`src/prg_pkg.sv`:
```
// Constants and carrier types for the peripheral reset and gating block
package prg_pkg;

	localparam int ADDR_W = 12;

	// Register byte offsets
	localparam logic [11:0] OFF_SOFT_RESET_A  = 12'h040;
	localparam logic [11:0] OFF_SOFT_RESET_B  = 12'h044;
	localparam logic [11:0] OFF_SOFT_RESET_C  = 12'h048;
	localparam logic [11:0] OFF_DEEP_GATE     = 12'h128;
	localparam logic [11:0] OFF_MODE_CTRL     = 12'h200;
	localparam logic [11:0] OFF_IRQ_STATUS    = 12'h204;
	localparam logic [11:0] OFF_IRQ_MASK      = 12'h208;
	localparam logic [11:0] OFF_FAULT_ADDR    = 12'h20C;

	// Writable fields
	localparam logic [31:0] SOFT_A_FIELDS = 32'h0001_0008;
	localparam logic [31:0] SOFT_B_FIELDS = 32'h0007_1013;
	localparam logic [31:0] SOFT_C_FIELDS = 32'h0000_001F;
	localparam logic [31:0] GATE_FIELDS   = 32'h0000_001F;

	// Reset values
	localparam logic [31:0] SOFT_RESET_RST = 32'h0000_0000;
	localparam logic [31:0] GATE_RST       = 32'h0000_0000;

	localparam int NUM_PORTS = 5;

	// Interrupt status bit positions
	localparam int IRQ_FAULT_POS = 0;
	localparam int IRQ_SOFT_POS  = 1;
	localparam int IRQ_W         = 2;

	// Peripheral access sideband from the system bus fabric
	typedef struct packed {
		logic       valid;
		logic [3:0] target;
	} periph_req_t;

	// Target codes carried in periph_req_t.target
	localparam logic [3:0] TGT_PORT_A = 4'h0;

	typedef struct packed {
		logic [12:0] periphRst;
		logic [4:0]  portRst;
	} reset_bus_t;

endpackage

```
`src/peripheral_reset_and_gating.sv`:
```
// Software reset control and deep-sleep port clock gating with APB access
`timescale 1ns/10ps
// Overview of operation
// - In deep sleep, gate bit set clocks its port; clear leaves it unclocked.
// - Access to a gated-off peripheral answers with a bus fault.
// - Reset register writes only change bits allowed by the capability mask.
// - Third register: ports E..A at bits 4..0; bits 31..5 read zero.
// - All reset registers clear to zero on system reset.
module peripheral_reset_and_gating
	import prg_pkg::*;
(
	input  wire logic              clk,
	input  wire logic              rst,
	input  wire logic              psel,
	input  wire logic              penable,
	input  wire logic              pwrite,
	input  wire logic [ADDR_W-1:0] paddr,
	input  wire logic [31:0]       pwdata,
	output logic [31:0]            prdata,
	output logic                   pready,
	output logic                   pslverr,
	input  wire logic [31:0]       capabilityMaskA,
	input  wire logic [31:0]       capabilityMaskB,
	input  wire logic [31:0]       capabilityMaskD,
	input  wire logic              deepSleep,
	input  wire periph_req_t       periphReq,
	output logic                   periphFault,
	output logic [NUM_PORTS-1:0]   portClockEn,
	output reset_bus_t             resetBus,
	output logic                   irq
);

	logic [31:0]       softResetA_ff;
	logic [31:0]       softResetB_ff;
	logic [31:0]       softResetC_ff;
	logic [31:0]       deepGate_ff;
	logic [NUM_PORTS-1:0] runGate_ff;
	logic [IRQ_W-1:0]  irqStatus_ff;
	logic [IRQ_W-1:0]  irqMask_ff;
	logic [3:0]        faultTarget_ff;
	logic              access;
	logic              wrAccess;
	logic              rdAccess;
	logic              mapped;
	logic              accessFault;
	logic [31:0]       nxt_rdata;
	logic [NUM_PORTS-1:0] nxt_portClk;
	logic              portGated;
	logic              softWriteEvt;

	// Masked write: only implemented and allowed bits change
	function automatic logic [31:0] maskedWrite(
		input logic [31:0] oldVal,
		input logic [31:0] newVal,
		input logic [31:0] allowed
	);
		maskedWrite = (oldVal & ~allowed) | (newVal & allowed);
	endfunction

	// Single-wait-state slave: answer in the access phase
	assign access   = psel & penable;
	assign wrAccess = access & pwrite;
	assign rdAccess = access & ~pwrite;

	always_comb begin
		mapped = 1'b1;
		unique case (paddr)
			OFF_SOFT_RESET_A: nxt_rdata = softResetA_ff;
			OFF_SOFT_RESET_B: nxt_rdata = softResetB_ff;
			OFF_SOFT_RESET_C: nxt_rdata = softResetC_ff;
			OFF_DEEP_GATE:    nxt_rdata = deepGate_ff;
			OFF_MODE_CTRL:    nxt_rdata = {27'h0, runGate_ff};
			OFF_IRQ_STATUS:   nxt_rdata = {30'h0, irqStatus_ff};
			OFF_IRQ_MASK:     nxt_rdata = {30'h0, irqMask_ff};
			OFF_FAULT_ADDR:   nxt_rdata = {28'h0, faultTarget_ff};
			default: begin
				nxt_rdata = 32'h0000_0000;
				mapped    = 1'b0;
			end
		endcase
	end

	// Registered handshake: ready one cycle into the access phase
	always_ff @(posedge clk) begin
		if (rst) begin
			pready  <= 1'b0;
			pslverr <= 1'b0;
			prdata  <= 32'h0000_0000;
		end else begin
			pready  <= access & ~pready;
			pslverr <= access & ~pready & ~mapped;
			prdata  <= (rdAccess & ~pready) ? nxt_rdata : 32'h0000_0000;
		end
	end

	logic doWrite;
	assign doWrite = wrAccess & pready;

	always_ff @(posedge clk) begin
		if (rst) begin
			softResetA_ff <= SOFT_RESET_RST;
			softResetB_ff <= SOFT_RESET_RST;
			softResetC_ff <= SOFT_RESET_RST;
		end else if (doWrite) begin
			if (paddr == OFF_SOFT_RESET_A)
				softResetA_ff <= maskedWrite(softResetA_ff, pwdata,
					SOFT_A_FIELDS & capabilityMaskA);
			if (paddr == OFF_SOFT_RESET_B)
				softResetB_ff <= maskedWrite(softResetB_ff, pwdata,
					SOFT_B_FIELDS & capabilityMaskB);
			// five ports, upper bits stay zero
			if (paddr == OFF_SOFT_RESET_C)
				softResetC_ff <= maskedWrite(softResetC_ff, pwdata,
					SOFT_C_FIELDS & capabilityMaskD);
		end
	end

	always_ff @(posedge clk) begin
		if (rst) begin
			deepGate_ff <= GATE_RST;
			runGate_ff  <= '1;
		end else if (doWrite) begin
			if (paddr == OFF_DEEP_GATE)
				deepGate_ff <= pwdata & GATE_FIELDS;
			if (paddr == OFF_MODE_CTRL)
				runGate_ff <= pwdata[NUM_PORTS-1:0];
		end
	end

	// deep-sleep gating picks the deep-sleep bits
	assign nxt_portClk = deepSleep ? deepGate_ff[NUM_PORTS-1:0] : runGate_ff;

	always_ff @(posedge clk) begin
		if (rst)
			portClockEn <= '0;
		else
			portClockEn <= nxt_portClk;
	end

	// reset held while the bit is set
	always_ff @(posedge clk) begin
		if (rst) begin
			resetBus <= '0;
		end else begin
			resetBus.periphRst <= {softResetA_ff[16], softResetA_ff[3],
				softResetB_ff[18:16], softResetB_ff[12], softResetB_ff[4],
				softResetB_ff[1:0], 4'h0};
			resetBus.portRst   <= softResetC_ff[NUM_PORTS-1:0];
		end
	end

	// access to an unclocked port faults
	assign portGated = (periphReq.target < 4'(NUM_PORTS)) &&
		!nxt_portClk[3'(periphReq.target - TGT_PORT_A)];
	assign accessFault = periphReq.valid & portGated;

	always_ff @(posedge clk) begin
		if (rst) begin
			periphFault    <= 1'b0;
			faultTarget_ff <= 4'h0;
		end else begin
			periphFault <= accessFault;
			if (accessFault)
				faultTarget_ff <= periphReq.target;
		end
	end

	assign softWriteEvt = doWrite && (paddr == OFF_SOFT_RESET_A ||
		paddr == OFF_SOFT_RESET_B || paddr == OFF_SOFT_RESET_C);

	// Set wins over a same-cycle write-one clear
	always_ff @(posedge clk) begin
		if (rst) begin
			irqStatus_ff <= '0;
			irqMask_ff   <= '0;
		end else begin
			irqStatus_ff <= (irqStatus_ff &
				~((doWrite && paddr == OFF_IRQ_STATUS) ? pwdata[IRQ_W-1:0] : '0))
				| {softWriteEvt, accessFault};
			if (doWrite && paddr == OFF_IRQ_MASK)
				irqMask_ff <= pwdata[IRQ_W-1:0];
		end
	end

	always_ff @(posedge clk) begin
		if (rst)
			irq <= 1'b0;
		else
			irq <= |(irqStatus_ff & irqMask_ff);
	end

	property p_resv_a;
		@(posedge clk) disable iff (rst) (softResetA_ff & ~SOFT_A_FIELDS) == 32'h0;
	endproperty
	a_resv_a: assert property (p_resv_a) else $error("reserved bits set in reg a");

	property p_resv_b;
		@(posedge clk) disable iff (rst) (softResetB_ff & ~SOFT_B_FIELDS) == 32'h0;
	endproperty
	a_resv_b: assert property (p_resv_b) else $error("reserved bits set in reg b");

	property p_resv_c;
		@(posedge clk) disable iff (rst) softResetC_ff[31:5] == 27'h0;
	endproperty
	a_resv_c: assert property (p_resv_c) else $error("reserved bits set in reg c");

	property p_cap_c;
		@(posedge clk) disable iff (rst)
			!$past(doWrite) |-> ((softResetC_ff ^ $past(softResetC_ff)) == 32'h0) ||
			$past(rst);
	endproperty
	a_cap_c: assert property (p_cap_c) else $error("reg c changed without write");

	property p_cap_mask;
		@(posedge clk) disable iff (rst)
			(doWrite && paddr == OFF_SOFT_RESET_C && capabilityMaskD[0] == 1'b0)
			|=> softResetC_ff[0] == $past(softResetC_ff[0]);
	endproperty
	a_cap_mask: assert property (p_cap_mask) else $error("masked bit changed");

	property p_rst_zero;
		@(posedge clk) $past(rst) |-> softResetA_ff == 32'h0 && softResetB_ff == 32'h0
			&& softResetC_ff == 32'h0;
	endproperty
	a_rst_zero: assert property (p_rst_zero) else $error("reset value wrong");

	property p_hold;
		@(posedge clk) disable iff (rst)
			softResetC_ff[2] |=> resetBus.portRst[2];
	endproperty
	a_hold: assert property (p_hold) else $error("port not held in reset");

	property p_deep_gate;
		@(posedge clk) disable iff (rst)
			deepSleep && !deepGate_ff[1] |=> !portClockEn[1];
	endproperty
	a_deep_gate: assert property (p_deep_gate) else $error("gated port clocked");

	property p_fault;
		@(posedge clk) disable iff (rst) accessFault |=> periphFault ##0 irqStatus_ff[0];
	endproperty
	a_fault: assert property (p_fault) else $error("no fault on gated access");

	// Handshake answers are one-cycle pulses
	property p_ready_pulse;
		@(posedge clk) disable iff (rst) pready |=> !pready;
	endproperty
	a_ready_pulse: assert property (p_ready_pulse) else $error("pready held too long");

	property p_err_with_ready;
		@(posedge clk) disable iff (rst) pslverr |-> pready;
	endproperty
	a_err_with_ready: assert property (p_err_with_ready) else $error("pslverr without pready");

	// Read data stays zero outside the answer cycle
	property p_rdata_idle;
		@(posedge clk) disable iff (rst) !pready |-> prdata == 32'h0000_0000;
	endproperty
	a_rdata_idle: assert property (p_rdata_idle) else $error("prdata not zero when idle");

	property p_resv_gate;
		@(posedge clk) disable iff (rst) deepGate_ff[31:5] == 27'h0;
	endproperty
	a_resv_gate: assert property (p_resv_gate) else $error("reserved gate bits set");

	property p_deep_all;
		@(posedge clk) disable iff (rst)
			deepSleep |=> portClockEn == $past(deepGate_ff[NUM_PORTS-1:0]);
	endproperty
	a_deep_all: assert property (p_deep_all) else $error("deep gate not applied");

	property p_run_all;
		@(posedge clk) disable iff (rst)
			!deepSleep |=> portClockEn == $past(runGate_ff);
	endproperty
	a_run_all: assert property (p_run_all) else $error("run gate not applied");

	property p_gated_fault;
		@(posedge clk) disable iff (rst)
			periphReq.valid && periphReq.target == TGT_PORT_A && !nxt_portClk[0] |=> periphFault;
	endproperty
	a_gated_fault: assert property (p_gated_fault) else $error("port a access not faulted");

	property p_open_no_fault;
		@(posedge clk) disable iff (rst) !accessFault |=> !periphFault;
	endproperty
	a_open_no_fault: assert property (p_open_no_fault) else $error("spurious fault");

	property p_cap_a;
		@(posedge clk) disable iff (rst)
			(doWrite && paddr == OFF_SOFT_RESET_A && capabilityMaskA[16] == 1'b0)
			|=> softResetA_ff[16] == $past(softResetA_ff[16]);
	endproperty
	a_cap_a: assert property (p_cap_a) else $error("masked bit changed in reg a");

	property p_cap_b;
		@(posedge clk) disable iff (rst)
			(doWrite && paddr == OFF_SOFT_RESET_B && capabilityMaskB[12] == 1'b0)
			|=> softResetB_ff[12] == $past(softResetB_ff[12]);
	endproperty
	a_cap_b: assert property (p_cap_b) else $error("masked bit changed in reg b");

	property p_port_rst;
		@(posedge clk) disable iff (rst)
			1'b1 |=> resetBus.portRst == $past(softResetC_ff[NUM_PORTS-1:0]);
	endproperty
	a_port_rst: assert property (p_port_rst) else $error("port reset mismatch");

	property p_periph_rst;
		@(posedge clk) disable iff (rst)
			1'b1 |=> resetBus.periphRst[12:11] ==
			{$past(softResetA_ff[16]), $past(softResetA_ff[3])};
	endproperty
	a_periph_rst: assert property (p_periph_rst) else $error("reg a reset mismatch");

	property p_uart_rst;
		@(posedge clk) disable iff (rst)
			1'b1 |=> resetBus.periphRst[5:4] == $past(softResetB_ff[1:0]);
	endproperty
	a_uart_rst: assert property (p_uart_rst) else $error("serial reset mismatch");

	property p_irq_level;
		@(posedge clk) disable iff (rst)
			1'b1 |=> irq == |($past(irqStatus_ff) & $past(irqMask_ff));
	endproperty
	a_irq_level: assert property (p_irq_level) else $error("irq level mismatch");

	// Status bit only leaves on a write of one
	property p_sticky;
		@(posedge clk) disable iff (rst)
			irqStatus_ff[0] && !(doWrite && paddr == OFF_IRQ_STATUS && pwdata[0])
			|=> irqStatus_ff[0];
	endproperty
	a_sticky: assert property (p_sticky) else $error("status bit lost");

	property p_rst_outputs;
		@(posedge clk) disable iff (rst)
			$past(rst) |-> !pready && !irq && resetBus == '0 && !periphFault;
	endproperty
	a_rst_outputs: assert property (p_rst_outputs) else $error("outputs not idle after reset");

	c_write_c: cover property (@(posedge clk) disable iff (rst)
		doWrite && paddr == OFF_SOFT_RESET_C);
	c_fault: cover property (@(posedge clk) disable iff (rst) periphFault ##1 irq);
	c_deep: cover property (@(posedge clk) disable iff (rst) deepSleep ##1 !deepSleep);
	c_unmapped: cover property (@(posedge clk) disable iff (rst) pslverr);

endmodule

```
`config.mk`:
```
export PLATFORM = sky130hd
export DESIGN_NAME = peripheral_reset_and_gating
export DESIGN_NICKNAME = d
export VERILOG_FILES = /design/src/prg_pkg.sv /design/src/peripheral_reset_and_gating.sv
export SDC_FILE = /design/constraint.sdc
export NUM_CORES = 1
export LEC_CHECK = 0
export ABC_CLOCK_PERIOD_IN_PS = 2500
export BUFFER_PORTS_ARGS = -buffer_cell sky130_fd_sc_hd__buf_2
export CORE_MARGIN = 3
export CORE_UTILIZATION = 35
export CTS_CLUSTER_SIZE = 8
export DETAILED_ROUTE_END_ITERATION = 16
export PLACE_DENSITY = 0.78
export SYNTH_ARGS = -nofsm -noshare
export SYNTH_HDL_FRONTEND = slang
export SYNTH_SLANG_ARGS = --single-unit
```
`constraint.sdc`:
```
create_clock -name clk -period 2.5 [get_ports clk]
set_clock_uncertainty 0.1 [all_clocks]
set_input_delay 0.75 -clock clk [delete_from_list [all_inputs] [get_ports clk]]
set_output_delay 0.75 -clock clk [all_outputs]
set_load 0.01 [all_outputs]
```
# After elaboration in Yosys (flattened, before gate mapping)
# Cells that the tools add are included.
# word_totals
ff_bits	173
wordCells	76
# op_classes
n_lt_le_gt_ge	2
n_eq_ne	8
n_mux	6
n_bitwise	28
reduce_logical	15
# ops
cell	n
one-hot mux 32 bit (8 select lines)	1
AND 32 bit	3
bitwise OR 32 bit	3
equality test 12 x 10 -> 1 bit (second input constant)	4
equality test 12 x 7 -> 1 bit (second input constant)	3
AND 32 x 17 -> 32 bit	1
AND 32 x 19 -> 32 bit	1
AND 32 x 5 -> 32 bit	1
NOT 17 -> 32 bit	1
NOT 19 -> 32 bit	1
NOT 5 -> 32 bit	1
equality test 12 x 9 -> 1 bit (second input constant)	1
AND reduction 2 bit	5
AND 1 bit	8
OR reduction 8 bit	1
two-way mux 5 bit	1
AND 2 bit	2
logical AND 1 bit	4
less-than comparator 3 x 4 -> 1 bit (second input constant)	1
less-than comparator 4 x 3 -> 1 bit (second input constant)	1
NOT 1 bit	4
OR reduction 2 bit	2
binary-select mux 1 bit (select 3 bit)	1
logical OR 1 bit	2
other kinds (5)	6

# Logic depth before layout (Yosys ltp)
# Gate-level depths: netlist of run 1.
# depth
depth_word	8
ltp_mapped	6
mapped_depth_nobuf	4

# Worst setup path before layout of run 1
# OpenSTA, ideal clock, no wires.
# synth_timing
path_kind	in2reg
start	in paddr[1]
end	reg deepGate_ff[4]
arrival_ns	2.252
required_ns	2.268
slack_ns	0.016
cell_stages	4
path_buffers	0
cell_sequence	or4b_2 -> or4_4 -> o21ai_0 -> a21oi_1
# synth_between
elab_chain_len	2
# synth_lines
item	line_no	source
from (decl)	peripheral_reset_and_gating.sv:17	input wire logic [ADDR_W-1:0] paddr,
equality test 12 x 9 -> 1 bit	peripheral_reset_and_gating.sv:123	if (paddr == OFF_DEEP_GATE)
AND reduction 2 bit (no source line)	--	
to (signal assigned)	peripheral_reset_and_gating.sv:124	deepGate_ff <= pwdata & GATE_FIELDS;
to (decl)	peripheral_reset_and_gating.sv:36	logic [31:0] deepGate_ff;
# Every way passes these cells.
# A chain may end at the register's enable or synchronous reset.

# Worst setup path after layout of run 1
# layout_timing
start	in paddr[4]
end	reg prdata[3]
# layout_between
elab_chain_len	2
# layout_lines
item	line_no	source
equality test 12 x 10 -> 1 bit (tied with other cells)	peripheral_reset_and_gating.sv:67	unique case (paddr)
one-hot mux 32 bit (8 select lines) *	peripheral_reset_and_gating.sv:67	
to (signal assigned)	peripheral_reset_and_gating.sv:92	prdata <= (rdAccess & ~pready) ? nxt_rdata : 32'h0000_0000;
to (decl)	peripheral_reset_and_gating.sv:19	output logic [31:0] prdata,
# Mark *: on every way between the ends. The rest lies on a longest branch, timed or not.

==> out/metrics.csv, run 1 <==
stage;metric;value;unit
placement;gp_congestion;0.899;
synthesis;syn-instance-count;306;
clock_tree;cts_buffers;9;
worst_setup_path;worst_setup_path_start_kind;input pin;
cells_and_area;seqCellArea;1280;um2
clock_tree;cts_hold_buf;0;
worst_hold_path;hold_class;flip-flop to flip-flop;
synthesis;synth_most_common_cell;dfxtp_1;
worst_hold_path;worstHoldPathCells;2;
clock_tree;insertion_delay;0.35;ns
cells_and_area;nNetsFinal;560;
die;rows;32;
placement;post_dp_cell_area;3470;um2
power_and_ir_drop;p_per_area;580;nW/um2
worst_setup_path;reg2reg_to;runGate_ff[2];
power_and_ir_drop;p_leak;0.00181;uW
worst_setup_path;cp-end-kind;flip-flop;
clock_tree;cts_buffer_depth;2;
synthesis;syn_area;2900;um2
grt;track_usage;16.3;%
detailed_routing;drt_iter0_drc;217;
die;die_area;9410;um2
placement;port-buffer-count;77;
synthesis;ys_warn_count;0;
sta;fin_setup_tns;0;ns
die;die_height;97.0;um
detailed_routing;num_vias;2548;
grt;grt_pass1_wl;12300;um
worst_hold_path;min_to;resetBus[1];
sta;whs;0.363;ns
clock_tree;cts_setup_buffers;0;
sta;tightest_slew;0.650;ns
sta;slew_headroom;56.4;%
cells_and_area;design_area;3670;um2
die;die_w;97.0;um
synthesis;avgSynthCellArea;9.47;um2
clock_tree;ctsResizeCount;0;
grt;grt_pass1_vias;2455;
grt;antenna_found_initial;0;
clock_tree;clk_pin_slew;0.07;ns
detailed_routing;firstDrtPassIters;5;
worst_setup_path;path_class;input pin to flip-flop;
power_and_ir_drop;ir_worst_vdd;0.000221;V
cells_and_area;layout-area-overhead-vs-synth;26.8;%
worst_setup_path;crit_arrival;2.56;ns
detailed_routing;drc;0;
clock_tree;cts-root-buf;clkbuf_8;
worst_setup_path;worstRegToRegCells;4;
detailed_routing;vias_per_cell;4.94;
grt;grt_max_degree;28;
clock_tree;cts.sink_count;64;
clock_tree;cts_tree;built;
die;pin_count;210;
synthesis;synth_largest_area_cell;dfxtp_1;
synthesis;synth_ff_type;dfxtp_1;
detailed_routing;post_drt_wl_per_cell;15.2;um
die;start_util;36.8;%
placement;pre_cts_ws;-0.221;ns
synthesis;synth_common_cells;dfxtp_1 (64), nand2_1 (41), buf_4 (28), mux2i_1 (23), nor2_1 (14);
cells_and_area;diodes;0;
clock_tree;htree_levels;3;
placement;dp_hpwl;5790;um
worst_setup_path;r2r-start;pready;
die;fp.coreArea;7890;um2
detailed_routing;routed_wirelength;7830;um
cells_and_area;drive_gt1_share;35.5;%
sta;fmax;416;MHz
sta;rsz0062_at_grt;false;
grt;gr-total-overflow;0;
sta;fin_crit_sh;96.1;%
detailed_routing;detail-route-antenna-nets;0;
run;cap_violations;0;
synthesis;async_flop_share;0;%
worst_setup_path;rrSetupSlack;0.57;ns
sta;fin_crit;2.40;ns
sta;finalHoldViolCount;0;
synthesis;synth_seq_cells;64;
synthesis;synth_edf_count;0;
synthesis;yosys-top-cells-area;dfxtp_1 (44%), mux2i_1 (7.9%), buf_4 (7.3%);
sta;slew_viol_final;0;
sta;setup_ws;0.0980;ns
sta;setup_viol;0;
worst_setup_path;worstPathRequired;2.66;ns
cells_and_area;multiInputGateArea;1390;um2
synthesis;yosysUniqueCellTypes;50;
run_status;status;finished, final reports clean;
synthesis;yosysTopAreaCellShare;44.2;%
cells_and_area;num-fill-cells;756;
worst_setup_path;crit_fanout;8;
synthesis;seq_area_frac_synth;44.2;%
-- placed cells by master, fill, tap and decap left out, types with 3 or more instances in the layout --
| cell type | instances |
|---|---|
| mux2_4 | 3 |
| nand4_1 | 7 |
| a222oi_1 | 4 |
| nor2b_1 | 10 |
| nor3_1 | 5 |
| nand3_1 | 6 |
| nor4_4 | 3 |
| inv_1 | 13 |
| a221oi_1 | 3 |
| buf_2 | 77 |
| nand2_1 | 41 |
| nor2_1 | 14 |
| o21ai_0 | 6 |
| dfxtp_1 | 64 |
| a21oi_1 | 11 |
| buf_4 | 31 |
| mux2i_1 | 23 |
| mux2_2 | 3 |
| conb_1 | 27 |
| and3_1 | 4 |
| o211ai_1 | 3 |
| nor4_1 | 3 |
| nor4b_1 | 3 |
| a22oi_1 | 4 |
| clkbuf_8 | 10 |
-- stage by stage --
step | utilization, % | total power, uW | std cells
detailed placement | 44.0 | 1220 | 500
floorplan | - | 1170 | 332
global route | 46.6 | 2200 | 516
CTS | 46.6 | 2140 | 516
finish | 46.6 | 2130 | 516
global placement | 44.0 | 1220 | 500
-- worst max path at each step --
stage                     cells after the start              to  startpoint
after CTS                                     5  deepGate_ff[0]    paddr[1]
after detailed placement                      5  deepGate_ff[0]    paddr[1]
after global routing                          5  deepGate_ff[2]    paddr[1]
after global placement                        5  deepGate_ff[4]    paddr[1]
final                                         6       prdata[3]    paddr[4]
after floorplan                               4  deepGate_ff[4]    paddr[1]
-- critical path, stage by stage --
cell	delay, ns
buf_2	0.11
or4_4	0.62
a2111oi_2	0.49
buf_4	0.21
o31ai_2	0.14
a31oi_1	0.25
-- cells by family after synthesis --
group                  Yosys count  share of synthesized area, %
multiplexers                    30                          11.4
AND/OR/NAND/NOR                114                          23.0
other                            1                         0.129
AO/OA/AOI/OAI                   41                          10.1
buffers and inverters           56                          11.2
flip-flops                      64                          44.2
-- where the power goes --
group | internal [uW] | switching (uW)
registers | 1030 | 3.42
logic | 69.1 | 104
clock network | 491 | 436
total | 1590 | 543
-- layout make-up --
| type | instances | share of cell area (%) |
|---|---|---|
| multi-input cells | 212 | 37.8 |
| repair buffers | 108 | 16.8 |
| well taps | 102 | 3.47 |
| flip-flops and latches | 64 | 34.9 |
| clock inverters | 6 | 1.84 |
| inverters | 14 | 1.43 |
| clock buffers | 10 | 3.75 |
-- metal layers --
layer	up-vias	global-route usage, %	wire length, um
met5	-	0	0
li1	1239	-	-
met2	125	25.4	3560
met3	14	4.76	644
met1	1170	20.7	3460
met4	0	7.88	169
Power figures use the tool's default switching activity.
==> run 2: changes to the inputs <==
--- a/config.mk
+++ b/config.mk
@@ -8,10 +8,10 @@
 export ABC_CLOCK_PERIOD_IN_PS = 2500
 export BUFFER_PORTS_ARGS = -buffer_cell sky130_fd_sc_hd__buf_2
 export CORE_MARGIN = 3
-export CORE_UTILIZATION = 35
+export CORE_UTILIZATION = 37
 export CTS_CLUSTER_SIZE = 8
 export DETAILED_ROUTE_END_ITERATION = 16
-export PLACE_DENSITY = 0.78
+export PLACE_DENSITY = 0.82
 export SYNTH_ARGS = -nofsm -noshare
 export SYNTH_HDL_FRONTEND = slang
 export SYNTH_SLANG_ARGS = --single-unit
==> constraint.sdc (replaced) <==
create_clock -name clk -period 2.5 [get_ports clk]
set_clock_uncertainty 0.1 [all_clocks]
set_input_delay 0.5 -clock clk [delete_from_list [all_inputs] [get_ports clk]]
set_output_delay 0.5 -clock clk [all_outputs]
set_load 0.01 [all_outputs]
==> run 2 against run 1 <==
- hold slack lost 0.047 ns
- register-to-register slack improved by 0.03 ns
- maximum frequency up 7.7%
- clock power fell by 4.4%
- largest power group unchanged
- highest routed layer unchanged
==> out/metrics.csv, run 2 (synthesized netlist as in run 1, its figures left out) <==
stage;metric;value;unit
worst_setup_path;worstRegToRegCells;5;
power_and_ir_drop;p_per_area;586;nW/um2
worst_hold_path;hold_class;input pin to flip-flop;
sta;fin_crit_sh;89.2;%
detailed_routing;routed_wirelength;7500;um
die;pin_count;210;
clock_tree;cts-root-buf;clkbuf_8;
worst_setup_path;worstPathRequired;2.66;ns
clock_tree;cts_buffers;9;
placement;post_dp_cell_area;3350;um2
sta;slew_viol_final;0;
grt;grt_pass1_vias;2452;
run_status;status;finished, final reports clean;
die;fp.coreArea;7410;um2
sta;setup_ws;0.269;ns
cells_and_area;drive_gt1_share;32.9;%
worst_setup_path;crit_arrival;2.39;ns
cells_and_area;multiInputGateArea;1390;um2
run;cap_violations;0;
sta;finalHoldViolCount;0;
power_and_ir_drop;ir_worst_vdd;0.000243;V
clock_tree;htree_levels;3;
cells_and_area;final_common_cell;buf_2;
placement;port-buffer-count;77;
grt;gr-total-overflow;0;
sta;fin_crit;2.23;ns
clock_tree;cts.sink_count;64;
clock_tree;cts_hold_buf;0;
clock_tree;cts_setup_buffers;0;
die;rows;31;
cells_and_area;seqCellArea;1280;um2
detailed_routing;drc;0;
worst_setup_path;path_class;input pin to flip-flop;
clock_tree;cts_tree;built;
placement;place_inst;481;
sta;fmax;448;MHz
sta;tightest_slew;0.646;ns
grt;track_usage;16.9;%
clock_tree;clk_pin_slew;0.08;ns
worst_setup_path;critPathLaunch;paddr[4];
detailed_routing;post_drt_wl_per_cell;15.1;um
sta;fin_setup_tns;0;ns
detailed_routing;drt_iter0_drc;243;
cells_and_area;layout-area-overhead-vs-synth;22.2;%
detailed_routing;detail-route-antenna-nets;0;
cells_and_area;num-fill-cells;730;
sta;slew_headroom;56.9;%
sta;rsz0062_at_grt;false;
die;die_w;94.5;um
detailed_routing;num_vias;2504;
cells_and_area;nNetsFinal;544;
worst_setup_path;r2r-start;pready;
die;start_util;39.1;%
placement;pre_cts_ws;0.0120;ns
worst_setup_path;worst_setup_path_start_kind;input pin;
clock_tree;cts_buffer_depth;2;
placement;dp_hpwl;5660;um
worst_setup_path;rrSetupSlack;0.60;ns
detailed_routing;firstDrtPassIters;4;
worst_setup_path;cp-end-kind;flip-flop;
grt;antenna_found_initial;0;
clock_tree;ctsResizeCount;0;
cells_and_area;design_area;3540;um2
grt;grt_pass1_wl;11600;um
detailed_routing;vias_per_cell;5.04;
cells_and_area;fin_cells;497;
clock_tree;insertion_delay;0.35;ns
worst_setup_path;endpoint;prdata[3];
sta;setup_viol;0;
worst_setup_path;crit_fanout;11;
grt;grt_max_degree;28;
cells_and_area;diodes;0;
cells_and_area;mostFrequentLayoutCells;buf_2 (77), dfxtp_1 (64), nand2_1 (41);
die;die_height;94.5;um
placement;gp_congestion;0.870;
power_and_ir_drop;p_leak;0.00173;uW
die;die_area;8930;um2
## run 2: changes by cell type in the layout (fill, tap and decap cells not counted), sizes merged
cell,delta
buf,-16
inv,-1
clkinv,+2
clkbuf,-1
## run 2: worst min-delay path by stage
stage | slack (ns) | cells after the start | endpoint | start
floorplan | 0.33 | 2 | resetBus[0] | flip-flop
detailed placement | 0.35 | 2 | resetBus[16] | flip-flop
CTS | 0.30 | 3 | flip-flop | pwdata[16]
global placement | 0.34 | 2 | resetBus[3] | flip-flop
finish | 0.32 | 3 | flip-flop | pwdata[16]
global route | 0.33 | 3 | flip-flop | pwdata[16]
## run 2: critical path, cell delays in order
cell	delay [ns]
buf_2	0.10
or4_4	0.66
a2111oi_2	0.62
o31ai_2	0.26
a31oi_1	0.24
## run 2: cell type report
cell class,count,area share [%]
well taps,99,3.50
clock buffers,9,3.50
inverters,14,1.48
repair buffers,92,14.1
flip-flops and latches,64,36.2
clock inverters,7,2.05
multi-input cells,212,39.2
## run 2: routing by layer
layer	track usage [%]	vias to the layer above	part of all wire, %
li1	-	1203	-
met5	0	-	0
met1	21.2	1183	43
met4	6.01	0	0.84
met3	5.74	7	10
met2	27.2	111	46
## run 2: stage by stage
step | utilization (%) | power, uW | hold slack, ns
6_report | 47.8 | 2080 | 0.316
5_1_grt | 47.8 | 2150 | 0.330
3_5_place_dp | 45.2 | 1210 | 0.348
4_1_cts | 47.8 | 2090 | 0.304
3_3_place_gp | 45.2 | 1210 | 0.344
2_1_floorplan | - | 1170 | 0.327
## run 2: where the power goes
| part | internal (uW) | switching (uW) | total (uW) |
|---|---|---|---|
| Combinational | 60.2 | 101 | 161 |
| Sequential | 1030 | 3.64 | 1030 |
| Clock | 459 | 426 | 885 |
==> run 3: changes to the inputs <==
--- a/config.mk
+++ b/config.mk
@@ -5,13 +5,13 @@
 export SDC_FILE = /design/constraint.sdc
 export NUM_CORES = 1
 export LEC_CHECK = 0
-export ABC_CLOCK_PERIOD_IN_PS = 2500
+export ABC_CLOCK_PERIOD_IN_PS = 2750
 export BUFFER_PORTS_ARGS = -buffer_cell sky130_fd_sc_hd__buf_2
 export CORE_MARGIN = 3
-export CORE_UTILIZATION = 37
+export CORE_UTILIZATION = 40
 export CTS_CLUSTER_SIZE = 8
 export DETAILED_ROUTE_END_ITERATION = 16
-export PLACE_DENSITY = 0.82
+export PLACE_DENSITY = 0.84
 export SYNTH_ARGS = -nofsm -noshare
 export SYNTH_HDL_FRONTEND = slang
 export SYNTH_SLANG_ARGS = --single-unit
==> constraint.sdc (replaced) <==
create_clock -name clk -period 2.75 [get_ports clk]
set_clock_uncertainty 0.1 [all_clocks]
set_input_delay 0.55 -clock clk [delete_from_list [all_inputs] [get_ports clk]]
set_output_delay 0.55 -clock clk [all_outputs]
set_load 0.01 [all_outputs]
==> run 3 against run 2 <==
- register-to-register slack better by 0.21 ns
- power decreased by 12%
- global-route usage is 1.9 points higher
- combinational power shrank 11%
- critical endpoint is now deepGate_ff[3]
- highest routed layer unchanged
==> out/metrics.csv, run 3 (synthesized netlist as in run 1, its figures left out) <==
stage;metric;value;unit
run_status;status;finished, final reports clean;
clock_tree;cts_tree;built;
cells_and_area;mostFrequentLayoutCells;buf_2 (77), dfxtp_1 (64), nand2_1 (41);
sta;fin_crit_sh;82.7;%
clock_tree;insertion_delay;0.35;ns
cells_and_area;nNetsFinal;539;
clock_tree;cts.sink_count;64;
worst_setup_path;path_buf_inv;1;
detailed_routing;post_drt_wl_per_cell;15.4;um
sta;slew_headroom;59.4;%
die;die_area;8300;um2
grt;grt_max_degree;28;
sta;tightest_slew;0.601;ns
sta;fmax;440;MHz
worst_hold_path;worstHoldPathCells;2;
placement;gp_congestion;0.871;
die;fp.coreArea;6910;um2
sta;slew_viol_final;0;
cells_and_area;layout-area-overhead-vs-synth;20.2;%
grt;track_usage;18.9;%
worst_setup_path;crit_family;simple AND/OR/NAND/NOR gates;
placement;dp_hpwl;5680;um
worst_setup_path;cpPeakStageDelay;0.73;ns
worst_setup_path;worstRegToRegCells;4;
power_and_ir_drop;fin_total_pwr;1820;uW
detailed_routing;routed_wirelength;7530;um
power_and_ir_drop;pwr-share-seq;51.4;%
worst_setup_path;crit_fanout;12;
clock_tree;cts_hold_buf;0;
run;cap_violations;0;
worst_setup_path;critical_path.cell_chain;buf_2, or4b_2, or4_4, o21ai_0, a21oi_1;
sta;setup_viol;0;
sta;whs;0.361;ns
power_and_ir_drop;pwr-share-comb;7.9;%
detailed_routing;drt_iter0_drc;205;
clock_tree;clk_pin_slew;0.07;ns
placement;port-buffer-count;77;
clock_tree;ctsResizeCount;0;
grt;grt_pass1_wl;12400;um
die;rows;30;
power_and_ir_drop;p_leak;0.00170;uW
cells_and_area;diodes;0;
sta;fin_setup_tns;0;ns
clock_tree;htree_levels;3;
detailed_routing;firstDrtPassIters;5;
worst_setup_path;path_class;input pin to flip-flop;
cells_and_area;final_common_cell;buf_2;
detailed_routing;detail-route-antenna-nets;0;
grt;grt_pass1_vias;2529;
power_and_ir_drop;clockPowerShare;40.7;%
worst_setup_path;cp-end-kind;flip-flop;
power_and_ir_drop;switching_share;26.6;%
clock_tree;cts_buffers;9;
worst_setup_path;worstPathRequired;2.87;ns
power_and_ir_drop;ir_worst_vdd;0.000299;V
power_and_ir_drop;p_sw;484;uW
sta;fin_crit;2.27;ns
die;start_util;42.0;%
grt;antenna_found_initial;0;
detailed_routing;num_vias;2521;
cells_and_area;num-fill-cells;660;
sta;rsz0062_at_grt;false;
power_and_ir_drop;p_per_area;523;nW/um2
clock_tree;cts_buffer_depth;2;
detailed_routing;vias_per_cell;5.16;
power_and_ir_drop;cell_internal_pwr;1340;uW
clock_tree;cts-root-buf;clkbuf_8;
worst_setup_path;crit_arrival;2.40;ns
worst_setup_path;worst_setup_path_start_kind;input pin;
detailed_routing;drc;0;
die;pin_count;210;
clock_tree;cts_setup_buffers;0;
grt;gr-total-overflow;0;
worst_setup_path;slowest_stage;or4b_2;
sta;finalHoldViolCount;0;
worst_hold_path;hold_class;flip-flop to flip-flop;
worst_setup_path;cp.depth;5;
cells_and_area;drive_gt1_share;32.1;%
die;die_height;91.1;um
die;die_w;91.1;um
[run 3: changes by cell type in the layout (fill, tap and decap cells not counted), sizes merged]
cell      change
clkinvlp      -1
inv           +1
buf           -5
bufinv        -1
clkbuf        +1
[run 3: layer usage]
layer	global-route usage, %	share of wire, %	up-vias
li1	-	-	1190
met1	22.3	40	1155
met2	30.2	46	155
met3	8.04	10	21
met4	7.54	2.6	0
met5	0	0	-
[run 3: path summary, 6_finish.rpt]
kind	startpoint	to	slack (ns)
min	flip-flop	resetBus[17]	0.36
max	paddr[3]	deepGate_ff[3]	0.48
min reg2reg	flip-flop	resetBus[17]	0.36
max reg2reg	pready	runGate_ff[4]	0.81
[run 3: metrics by stage]
| stage | instances | worst slack, ns | utilization [%] | instance area, um2 |
|---|---|---|---|---|
| after floorplan | 332 | 0.466 | - | 3000 |
| after global placement | 473 | 0.220 | 47.8 | 3300 |
| after detailed placement | 473 | 0.155 | 47.8 | 3300 |
| after CTS | 489 | 0.529 | 50.5 | 3490 |
| after global routing | 489 | 0.453 | 50.5 | 3490 |
| final | 489 | 0.475 | 50.5 | 3490 |
[run 3: layout make-up]
cell class,instances,area [um2],area share [%]
inverters,14,52.6,1.51
multi-input cells,212,1390,39.9
repair buffers,87,460,13.2
clock inverters,6,43.8,1.26
clock buffers,10,138,3.95
flip-flops and latches,64,1280,36.8
well taps,96,120,3.45
[run 3: power groups by stage]
stage / sequential, uW / combinational, uW / clock [uW]
after floorplan: 961 / 105 / 0
after global placement: 958 / 137 / 0
after detailed placement: 958 / 140 / 0
after CTS: 937 / 141 / 753
after global routing: 937 / 157 / 806
final: 937 / 144 / 743
[run 3: worst min-delay path, delay by kind of cell, from the launching register on]
kind | cells | cell delay (ns)
DFF | 1 | 0.31
and+or+nand+nor | 1 | 0.07
buffers and inverters | 1 | 0.04
